[src/eclc_params.svh]
// Purpose: constants for the encoder counter latch control block
// Assumes: 8-bit control/status bytes, 32-bit counter
// Notes: bit positions within the control and status bytes
`ifndef ECLC_PARAMS_SVH
`define ECLC_PARAMS_SVH
`define ECLC_CB_REG_MODE 7
`define ECLC_CB_CLR_ON_LATCH 5
`define ECLC_CB_FALL_EN 4
`define ECLC_CB_RISE_EN 3
`define ECLC_CB_PRESET 2
`define ECLC_CB_READOUT 1
`define ECLC_CB_INDEX_EN 0
`define ECLC_SB_REG_MODE 7
`define ECLC_SB_GATE 4
`define ECLC_SB_INDEX 3
`define ECLC_SB_PRESET_ACK 2
`define ECLC_SB_READOUT 1
`define ECLC_SB_VALID 0
`define ECLC_CNT_W 32
`define ECLC_BYTE_W 8
`define ECLC_CNT_RST 32'h0000_0000
`endif

[src/eclc_pkg.sv]
// Purpose: types for the encoder counter latch control block
// Assumes: eclc_params.svh holds the numbers
// Notes: capture source encoding
package eclc_pkg;
  typedef enum logic [1:0] {
    ECLC_SRC_NONE = 2'b00,
    ECLC_SRC_RISE = 2'b01,
    ECLC_SRC_FALL = 2'b10,
    ECLC_SRC_INDEX = 2'b11
  } eclc_src_t;
endpackage

[src/eclc_sync.sv]
// Purpose: two-flop synchroniser with edge pulses from the second stage
// Assumes: async input, clock_i domain
// Notes: first stage feeds only the second stage
`timescale 1ns/1ns
module eclc_sync (
  // Clock and reset
  input wire logic clock_i,
  input wire logic rst_n_i,
  // Pin
  input wire logic pin_i,
  // Outputs
  output logic level_o,
  output logic rise_o,
  output logic fall_o
);
  logic meta_r, sync_r, prev_r;
  always_ff @(posedge clock_i or negedge rst_n_i) begin
    if (!rst_n_i) begin
      meta_r <= 1'b0;
      sync_r <= 1'b0;
      prev_r <= 1'b0;
    end else begin
      meta_r <= pin_i;
      sync_r <= meta_r;
      prev_r <= sync_r;
    end
  end
  assign level_o = sync_r;
  assign rise_o = sync_r & ~prev_r;
  assign fall_o = ~sync_r & prev_r;
endmodule // eclc_sync

[src/eclc_top.sv]
// Purpose: control/status byte logic for one channel of a 32-bit encoder counter
// Assumes: process image bytes and words from same-clock logic; latch/index/gate are pins
// Notes: quadrature decoding outside; count steps arrive as up/down pulses
// Overview of operation
// - Register-mode bit zero selects process data mode with counter controls.
// - With clear-on-latch set, an active latch edge zeroes the counter.
// - Falling-capture enable captures the counter on the first falling latch edge only.
// - Rising-capture enable captures on the first rising edge and outranks falling.
// - A rising edge of preset request loads the counter from the output data.
// - Readout select chooses live count or latch for the input data.
// - Index-capture enable captures on the first rising index edge only.
// - The status byte carries mode, gate, index, preset ack, readout and valid.
// - Index capture valid sets on the index capture and holds until enable clears.
// - Preset acknowledge rises once the preset value is in the counter.
// - Readout-select status echoes which value is mapped to the input data.
`timescale 1ns/1ns
`include "eclc_params.svh"
module eclc_top import eclc_pkg::*; (
  // Clock and reset
  input wire logic clock_i,
  input wire logic rst_n_i,
  // Process image from host
  input wire logic [`ECLC_BYTE_W-1:0] channel_control_byte_i,
  input wire logic [`ECLC_CNT_W-1:0] data_out_i,
  // Count steps from decoder
  input wire logic count_up_i,
  input wire logic count_down_i,
  // Pins
  input wire logic latch_pin_i,
  input wire logic index_pin_i,
  input wire logic gate_pin_i,
  // Process image to host
  output logic [`ECLC_BYTE_W-1:0] channel_status_byte_o,
  output logic [`ECLC_CNT_W-1:0] data_in_o,
  output logic [1:0] capture_source_o
);
  logic rst_m_r, rst_s_r;
  logic rst_n;
  always_ff @(posedge clock_i or negedge rst_n_i) begin
    if (!rst_n_i) begin
      rst_m_r <= 1'b0;
      rst_s_r <= 1'b0;
    end else begin
      rst_m_r <= 1'b1;
      rst_s_r <= rst_m_r;
    end
  end
  assign rst_n = rst_s_r;

  logic latch_lvl, latch_rise, latch_fall;
  logic index_lvl, index_rise, index_fall;
  logic gate_lvl;
  eclc_sync u_latch (
    .clock_i(clock_i), .rst_n_i(rst_n), .pin_i(latch_pin_i),
    .level_o(latch_lvl), .rise_o(latch_rise), .fall_o(latch_fall)
  );
  eclc_sync u_index (
    .clock_i(clock_i), .rst_n_i(rst_n), .pin_i(index_pin_i),
    .level_o(index_lvl), .rise_o(index_rise), .fall_o(index_fall)
  );
  eclc_sync u_gate (
    .clock_i(clock_i), .rst_n_i(rst_n), .pin_i(gate_pin_i),
    .level_o(gate_lvl), .rise_o(), .fall_o()
  );

  // Control fields; bit 6 is reserved and never read
  logic pd_mode, clr_en, fall_en, rise_en, preset_req, readout_sel, index_en;

  // Every counter control reads as zero while register mode is selected
  function automatic logic pd_bit(input logic [`ECLC_BYTE_W-1:0] cb, input int pos);
    return ~cb[`ECLC_CB_REG_MODE] & cb[pos];
  endfunction

  // Count step; simultaneous up and down pulses cancel
  function automatic logic [`ECLC_CNT_W-1:0] step_count(
    input logic [`ECLC_CNT_W-1:0] cnt,
    input logic up,
    input logic down
  );
    logic [`ECLC_CNT_W-1:0] res;
    res = cnt;
    // No saturation: both ends wrap
    if (up && !down) begin
      res = cnt + 32'h0000_0001;
    end else if (down && !up) begin
      res = cnt - 32'h0000_0001;
    end
    return res;
  endfunction

  assign pd_mode = ~channel_control_byte_i[`ECLC_CB_REG_MODE];
  assign clr_en = pd_bit(channel_control_byte_i, `ECLC_CB_CLR_ON_LATCH);
  assign fall_en = pd_bit(channel_control_byte_i, `ECLC_CB_FALL_EN);
  assign rise_en = pd_bit(channel_control_byte_i, `ECLC_CB_RISE_EN);
  assign preset_req = pd_bit(channel_control_byte_i, `ECLC_CB_PRESET);
  assign readout_sel = pd_bit(channel_control_byte_i, `ECLC_CB_READOUT);
  assign index_en = pd_bit(channel_control_byte_i, `ECLC_CB_INDEX_EN);

  logic [`ECLC_CNT_W-1:0] count_r, count_nxt;
  logic [`ECLC_CNT_W-1:0] latch_r, latch_nxt;
  logic edge_done_r, edge_done_nxt;
  logic index_done_r, index_done_nxt;
  logic valid_r, valid_nxt;
  logic preset_prev_r, preset_prev_nxt;
  logic preset_ack_r, preset_ack_nxt;
  eclc_src_t src_r, src_nxt;
  logic [`ECLC_BYTE_W-1:0] status_r, status_nxt;
  logic [`ECLC_CNT_W-1:0] data_in_r, data_in_nxt;

  logic rise_hit, fall_hit, edge_hit, index_hit;
  logic clear_hit, preset_rise;

  // Capture group: one-shot latch copies and their arming flags
  always_comb begin
    // Rising enable outranks falling when both set
    rise_hit = rise_en & ~edge_done_r & latch_rise;
    fall_hit = fall_en & ~rise_en & ~edge_done_r & latch_fall;
    edge_hit = rise_hit | fall_hit;
    index_hit = index_en & ~index_done_r & index_rise;
    latch_nxt = latch_r;
    src_nxt = src_r;
    if (index_hit) begin
      latch_nxt = count_r;
      src_nxt = ECLC_SRC_INDEX;
    end else if (edge_hit) begin
      latch_nxt = count_r;
      src_nxt = rise_hit ? ECLC_SRC_RISE : ECLC_SRC_FALL;
    end
    // Armed state drops when the enable is withdrawn
    edge_done_nxt = (rise_en | fall_en) & (edge_done_r | edge_hit);
    index_done_nxt = index_en & (index_done_r | index_hit);
    valid_nxt = index_en & (valid_r | index_hit);
  end

  always_ff @(posedge clock_i or negedge rst_n) begin
    if (!rst_n) begin
      latch_r <= `ECLC_CNT_RST;
      edge_done_r <= 1'b0;
      index_done_r <= 1'b0;
      valid_r <= 1'b0;
      src_r <= ECLC_SRC_NONE;
    end else begin
      latch_r <= latch_nxt;
      edge_done_r <= edge_done_nxt;
      index_done_r <= index_done_nxt;
      valid_r <= valid_nxt;
      src_r <= src_nxt;
    end
  end

  // Preset group: load only on a fresh request, so a held bit cannot reload
  always_comb begin
    preset_rise = preset_req & ~preset_prev_r;
    preset_prev_nxt = preset_req;
    preset_ack_nxt = preset_ack_r;
    if (preset_rise) begin
      preset_ack_nxt = 1'b1;
    end else if (!preset_req) begin
      preset_ack_nxt = 1'b0;
    end
  end

  always_ff @(posedge clock_i or negedge rst_n) begin
    if (!rst_n) begin
      preset_prev_r <= 1'b0;
      preset_ack_r <= 1'b0;
    end else begin
      preset_prev_r <= preset_prev_nxt;
      preset_ack_r <= preset_ack_nxt;
    end
  end

  // Counter group; preset wins over clear, it is the host's explicit value
  always_comb begin
    // Clear follows every enabled edge, even after the latch has been taken
    clear_hit = clr_en & ((rise_en & latch_rise) | (fall_en & ~rise_en & latch_fall) |
      (index_en & index_rise));
    count_nxt = step_count(count_r, count_up_i, count_down_i);
    if (clear_hit) begin
      count_nxt = `ECLC_CNT_RST;
    end
    if (preset_rise) begin
      count_nxt = data_out_i;
    end
  end

  always_ff @(posedge clock_i or negedge rst_n) begin
    if (!rst_n) begin
      count_r <= `ECLC_CNT_RST;
    end else begin
      count_r <= count_nxt;
    end
  end

  // Output group: the host sees next-state values one edge after the cause
  always_comb begin
    // Reserved bits 6 and 5 stay zero
    status_nxt = '0;
    status_nxt[`ECLC_SB_REG_MODE] = ~pd_mode;
    status_nxt[`ECLC_SB_GATE] = gate_lvl;
    status_nxt[`ECLC_SB_INDEX] = index_lvl;
    status_nxt[`ECLC_SB_PRESET_ACK] = preset_ack_nxt;
    status_nxt[`ECLC_SB_READOUT] = readout_sel;
    status_nxt[`ECLC_SB_VALID] = valid_nxt;
    data_in_nxt = readout_sel ? latch_nxt : count_nxt;
  end

  always_ff @(posedge clock_i or negedge rst_n) begin
    if (!rst_n) begin
      status_r <= 8'h00;
      data_in_r <= `ECLC_CNT_RST;
    end else begin
      status_r <= status_nxt;
      data_in_r <= data_in_nxt;
    end
  end

  assign channel_status_byte_o = status_r;
  assign data_in_o = data_in_r;
  assign capture_source_o = src_r;
  // index_fall, latch_lvl unused by design; edges taken from synchroniser
  logic unused_ok;
  assign unused_ok = index_fall | latch_lvl;
endmodule // eclc_top

[config.mk]
export PLATFORM = sky130hd
export DESIGN_NAME = eclc_top
export DESIGN_NICKNAME = d
export VERILOG_FILES = /design/src/eclc_pkg.sv /design/src/eclc_sync.sv /design/src/eclc_top.sv
export VERILOG_INCLUDE_DIRS = /design/src
export SDC_FILE = /design/constraint.sdc
export NUM_CORES = 1
export LEC_CHECK = 0
export BUFFER_PORTS_ARGS = -buffer_cell sky130_fd_sc_hd__buf_2
export CAP_MARGIN = 20
export CELL_PAD_IN_SITES_DETAIL_PLACEMENT = 0
export CELL_PAD_IN_SITES_GLOBAL_PLACEMENT = 2
export CORE_ASPECT_RATIO = 0.8
export CORE_UTILIZATION = 33
export DETAILED_ROUTE_END_ITERATION = 10
export HOLD_SLACK_MARGIN = 0.15
export MAX_ROUTING_LAYER = met4
export PLACE_DENSITY_LB_ADDON = 0.1
export SETUP_SLACK_MARGIN = 0.15
export SKIP_CTS_REPAIR_TIMING = 1
export SYNTH_ARGS = -nofsm -noshare
export SYNTH_HDL_FRONTEND = slang
export SYNTH_SLANG_ARGS = --single-unit
[constraint.sdc]
create_clock -name clock_i -period 3.2 [get_ports clock_i]
set_input_delay 0.8 -clock clock_i [delete_from_list [all_inputs] [get_ports clock_i]]
set_output_delay 0.8 -clock clock_i [all_outputs]
set_load 0.02 [all_outputs]
Word level (Yosys, flattened, before mapping)
Cells that the tools add are included.

Bitwise gates (word level): 39. Add/subtract/negate cells: 2. Reductions and logical operators: 5. Muxes and demuxes: 12.

Operators by type and width (number): 32-bit two-way mux (7); 32-bit by 1-bit adder with 32-bit output (second input constant) (1); 32-bit by 1-bit subtractor with 32-bit output (second input constant) (1); 1-bit bitwise AND (24); 1-bit NOT (8); 1-bit OR (7); 2-bit two-way mux (3); 1-bit logical AND (2); 1-bit zero test (2); 1-bit two-way mux (2); 2-bit nonzero test (1).

Logic and storage cells: 78. Output and inout bits: 42. Bits of input ports: 47. Bits in registers: 119.

Longest topological paths before layout
Depth after elaboration: 11. Gate-level depth with buffers: 9. Gate-level depth less buffers: 7.

Modules after synthesis
A second synthesis with hierarchy kept.

Cell total of the unflattened synthesis: 531. Area total of the unflattened synthesis: 5647.9 µm².

By module, submodules not included: eclc_top (times used 1, seq. area each 2727.6 µm², area an instance 5377.7 µm², cells each 516); eclc_sync (times used 3, seq. area each 75.1 µm², area an instance 90.1 µm², cells each 5).

Worst setup path after synthesis
No wires, ideal clock.

Kind: input to register. From: input port count_up_i. To: register data_in_r[31], in the netlist data_in_o[31]. Setup time: 142 ps. Data arrival time: 2643 ps. Buffers on the path: 1. Path slack: 416 ps. Stages on the path: 7. Data required time: 3058 ps. Path through: clkbuf_1 -> or4b_1 -> nor4_1 -> nand3_1 -> o32ai_2 -> mux2i_1 -> a31oi_1.

Longest elaborated chain between the ends: 7. Elaborated cells on any way between the ends: 8. Those cells by class: mux: 5; reduce/logical: 3.

RTL lines: from (decl) (line eclc_top.sv:26) `input wire logic count_up_i,`; 1-bit zero test (line eclc_top.sv:85) `end else if (down && !up) begin`; 1-bit logical AND (line eclc_top.sv:85); 32-bit two-way mux (line eclc_top.sv:85); 32-bit two-way mux * (line eclc_top.sv:83) `if (up && !down) begin`; 32-bit two-way mux * (line eclc_top.sv:179) `if (clear_hit) begin`; 32-bit two-way mux * (line eclc_top.sv:182) `if (preset_rise) begin`; 32-bit two-way mux * (line eclc_top.sv:205) `data_in_nxt = readout_sel ? latch_nxt : count_nxt;`; named net data_in_nxt[31] (line eclc_top.sv:108) `` logic [`ECLC_CNT_W-1:0] data_in_r, data_in_nxt; ``; to (signal assigned) (line eclc_top.sv:211) `` data_in_r <= `ECLC_CNT_RST; ``; to (signal assigned) (line eclc_top.sv:214) `data_in_r <= data_in_nxt;`; to (decl) (line eclc_top.sv:108).

The timed path passes the listed nets; every way through them passes the cells marked *. A chain may end at the register's enable or synchronous reset.

Worst setup path in the final report
From: register count_r[6]. To: register data_in_r[27], in the netlist data_in_o[27].

Longest elaborated chain between the ends: 6. Elaborated cells on any way between the ends: 7. Those cells by class: add/sub: 2; mux: 5.

RTL lines: from (decl) (line eclc_top.sv:99) `` logic [`ECLC_CNT_W-1:0] count_r, count_nxt; ``; from (signal assigned) (line eclc_top.sv:189) `` count_r <= `ECLC_CNT_RST; ``; from (signal assigned) (line eclc_top.sv:191) `count_r <= count_nxt;`; 32-bit by 1-bit subtractor with 32-bit output (line eclc_top.sv:86) `res = cnt - 32'h0000_0001;`; 32-bit two-way mux (line eclc_top.sv:85); 32-bit two-way mux * (line eclc_top.sv:83); 32-bit two-way mux * (line eclc_top.sv:179); 32-bit two-way mux * (line eclc_top.sv:182); 32-bit two-way mux * (line eclc_top.sv:205); named net data_in_nxt[27] (line eclc_top.sv:108).

Marks and branches as above.

==> impl_metrics.yaml <==
worst_setup_path:
  end_kind: "flop"
  crit_type: "flop to flop"
  path_cells: "or4_1 -> nor3_2 -> a32oi_1 -> buf_4 -> a21oi_1 -> mux2i_1 -> a31oi_1"
  worst_path_dominant_cell_family: "simple AND/OR/NAND/NOR gates"
  start_kind: "flop"
  cp_data_required_time_ns: 3.48
  crit_fanout: 9
  crit_buf_inv: 1
  cp_slowest_cell: "or4_1"
  cp.arrival_ns: 2.92
  max_stage_delay_ns: 0.67
detailed_routing:
  viasPerCell: 5.19
  drtIter0Drc: 283
  avgRoutedWirePerCell_um: 17.8
  post-route-drc-count: 2
  ant_nets: 0
  finalWirelength_mm: 16.1
  vias: 4682
  firstDrtPassIters: 7
place:
  detailed_place_hpwl_mm: 11.5
  place_congestion: 0.846
  placed_area_sq_um: 6610
  place.port_buffers: 85
timing:
  clock.fmax_ghz: 0.379
  worst_pin_slew_ns: 0.968
  finalSetupViolations: 0
  grt_setup_unrepaired: "no"
  fin_crit_sh: 0.825
  finalHoldViolCount: 0
  layout_min_cycle_time_ns: 2.64
  maxSlewViolCount: 0
  relSlewSlack: 0.352
  fin_tns_setup_ns: 0
  finClkSkew_ns: 0.00977
final_layout:
  layout_common_cells: "dfrtp_1, buf_2, nand2_1"
  syn_to_final_growth_pct: 23.5
  drive_gt1_frac: 0.307
  final_common_cell: "dfrtp_1"
  final_cell_area_sq_um: 7190
  seqCellArea_sq_um: 2910
  antenna_cells: 0
  num-fill-cells: 1737
  nNetsFinal: 713
  multi_input_area_sq_um: 2690
pwr:
  ir_drop_mv: 0.381
  p_leak_nw: 3.15
  powerDensity_nw_per_um2: 684
grt:
  grt_overflow_total: 0
  grt_max_degree: 57
  antenna_found_initial: 0
  grt_pass1_wl_mm: 26.3
  grt_pass1_vias: 4758
  track_usage: 0.198
worst_hold_path:
  hold_class: "flop to flop"
die:
  die_w_um: 151
  start_util: 0.336
  core_sq_um: 17300
  die_y_um: 121
  io_pins: 89
  fp.dieArea_sq_um: 18200
  row_count: 43
outcome:
  violations: "DRC"
  outcome: "finished, violations left"
clock_tree:
  clk_pin_slew_ns: 0.06
  cts_tree: "built"
  insertion_delay_ns: 0.42
  cts_sinks: 116
  numCtsBuffers: 17
  clock_path_buffers: 2
  root_buffer: "clkbuf_16"
  htreeDepth: 4
synthesis:
  synth_cells: 571
  yosysUniqueCellTypes: 62
  ys_seq_area_frac: 0.499
  synth_edf_count: 0
  syn_avg_cell_area_sq_um: 10.2
  async_flop_share: 1.00
  synth-seq-cells: 116
  synthesis.area_sq_um: 5820
  yosys_warnings: 0
  ys.flop_type: "dfrtp_1"
flow_run:
  drv_cap: 0
## final timing paths
check	start	endpoint	slack (ns)	cells past startpoint
min in group asynchronous	rst_n	latch_r[5]	0.41	0
min reg2reg	u_latch.meta_r	u_latch.level_o	0.35	0
max reg2reg	count_r[6]	data_in_o[27]	0.56	7
min	u_latch.meta_r	u_latch.level_o	0.35	0
max	count_r[6]	data_in_o[27]	0.56	7
max in group asynchronous	rst_n	capture_source_o[1]	2.02	1
## synthesized netlist by cell type, types with 5 or more instances
library cell    n  area share
nand4b_1        5      0.0075
o22ai_1         6      0.0064
dfrtp_1       116        0.50
clkbuf_1       34       0.022
a22o_1          6      0.0090
nor3_1         16       0.014
xnor2_1        15       0.023
mux2i_1         8       0.014
a31oi_1         6      0.0064
nor4_1          7      0.0075
xor2_1          8       0.012
o21ai_0        35       0.030
nor2_1         35       0.023
nand3_1        29       0.025
nand4_1        13       0.014
and3_1          8      0.0086
a32oi_1         5      0.0075
or3_1          10       0.011
a21oi_1        11      0.0095
inv_1          13      0.0084
nand2b_1        5      0.0054
nand2_1        53       0.034
mux2_2         45       0.087
buf_4           5      0.0064
## flip-flops by register name, summed over array words and instances (netlist names), 2 cells and up
name	flops
capture_source_o	2
latch_r	32
count_r	32
data_in_o	32
channel_status_byte_o	6
## final cells by class
type                    count  share of cell area
clock buffers              24              0.0684
clock inverters             8              0.0106
inverters                  13             0.00678
multi-input cells         399               0.375
flip-flops and latches    116               0.404
well taps                 225              0.0391
repair buffers            117              0.0964
## worst reg2reg max path, delay by kind of cell, from the launching register on
family                 cells  cell delay, ns
flip-flops                 1            0.49
buffers and inverters      1            0.19
AND/OR/NAND/NOR            2            1.06
multiplexers               1            0.28
AO/OA/AOI/OAI              3            0.48
## where the power goes
part / internal [W] / switching [W]
logic: 0.000473 / 0.000604
registers: 0.00179 / 0.000244
clock network: 0.00115 / 0.000669
total: 0.00341 / 0.00152
## cells by family after synthesis
| logic type | after synthesis | share of synthesized area |
|---|---|---|
| adders and majority gates | 2 | 0.00430 |
| other | 2 | 0.00129 |
| muxes | 54 | 0.103 |
| AOI/OAI and AO/OA | 101 | 0.119 |
| and+or+nand+nor | 216 | 0.197 |
| DFF | 116 | 0.499 |
| buffers and inverters | 57 | 0.0421 |
| xor gates and xnor gates | 23 | 0.0346 |
## routing by layer
metal	GRT usage	wire length [um]	up-vias
li1	-	-	2249
met1	0.281	8300	2302
met2	0.281	6880	111
met3	0.0426	712	20
met4	0.0619	200	0
met5	-	0	-
## per-stage QoR
step / total power, W / setup slack [ns] / util / hold WS (ns) / std cells
detailed placement: 0.00313 / 0.205 / 0.382 / 0.338 / 869
CTS: 0.00498 / 0.568 / 0.415 / 0.137 / 901
floorplan: 0.00277 / 0.416 / - / 0.331 / 572
global placement: 0.00311 / 0.262 / 0.382 / 0.332 / 869
global route: 0.00521 / 0.400 / 0.415 / 0.356 / 902
finish: 0.00492 / 0.559 / 0.415 / 0.347 / 902
Power figures use the tool's default switching activity.
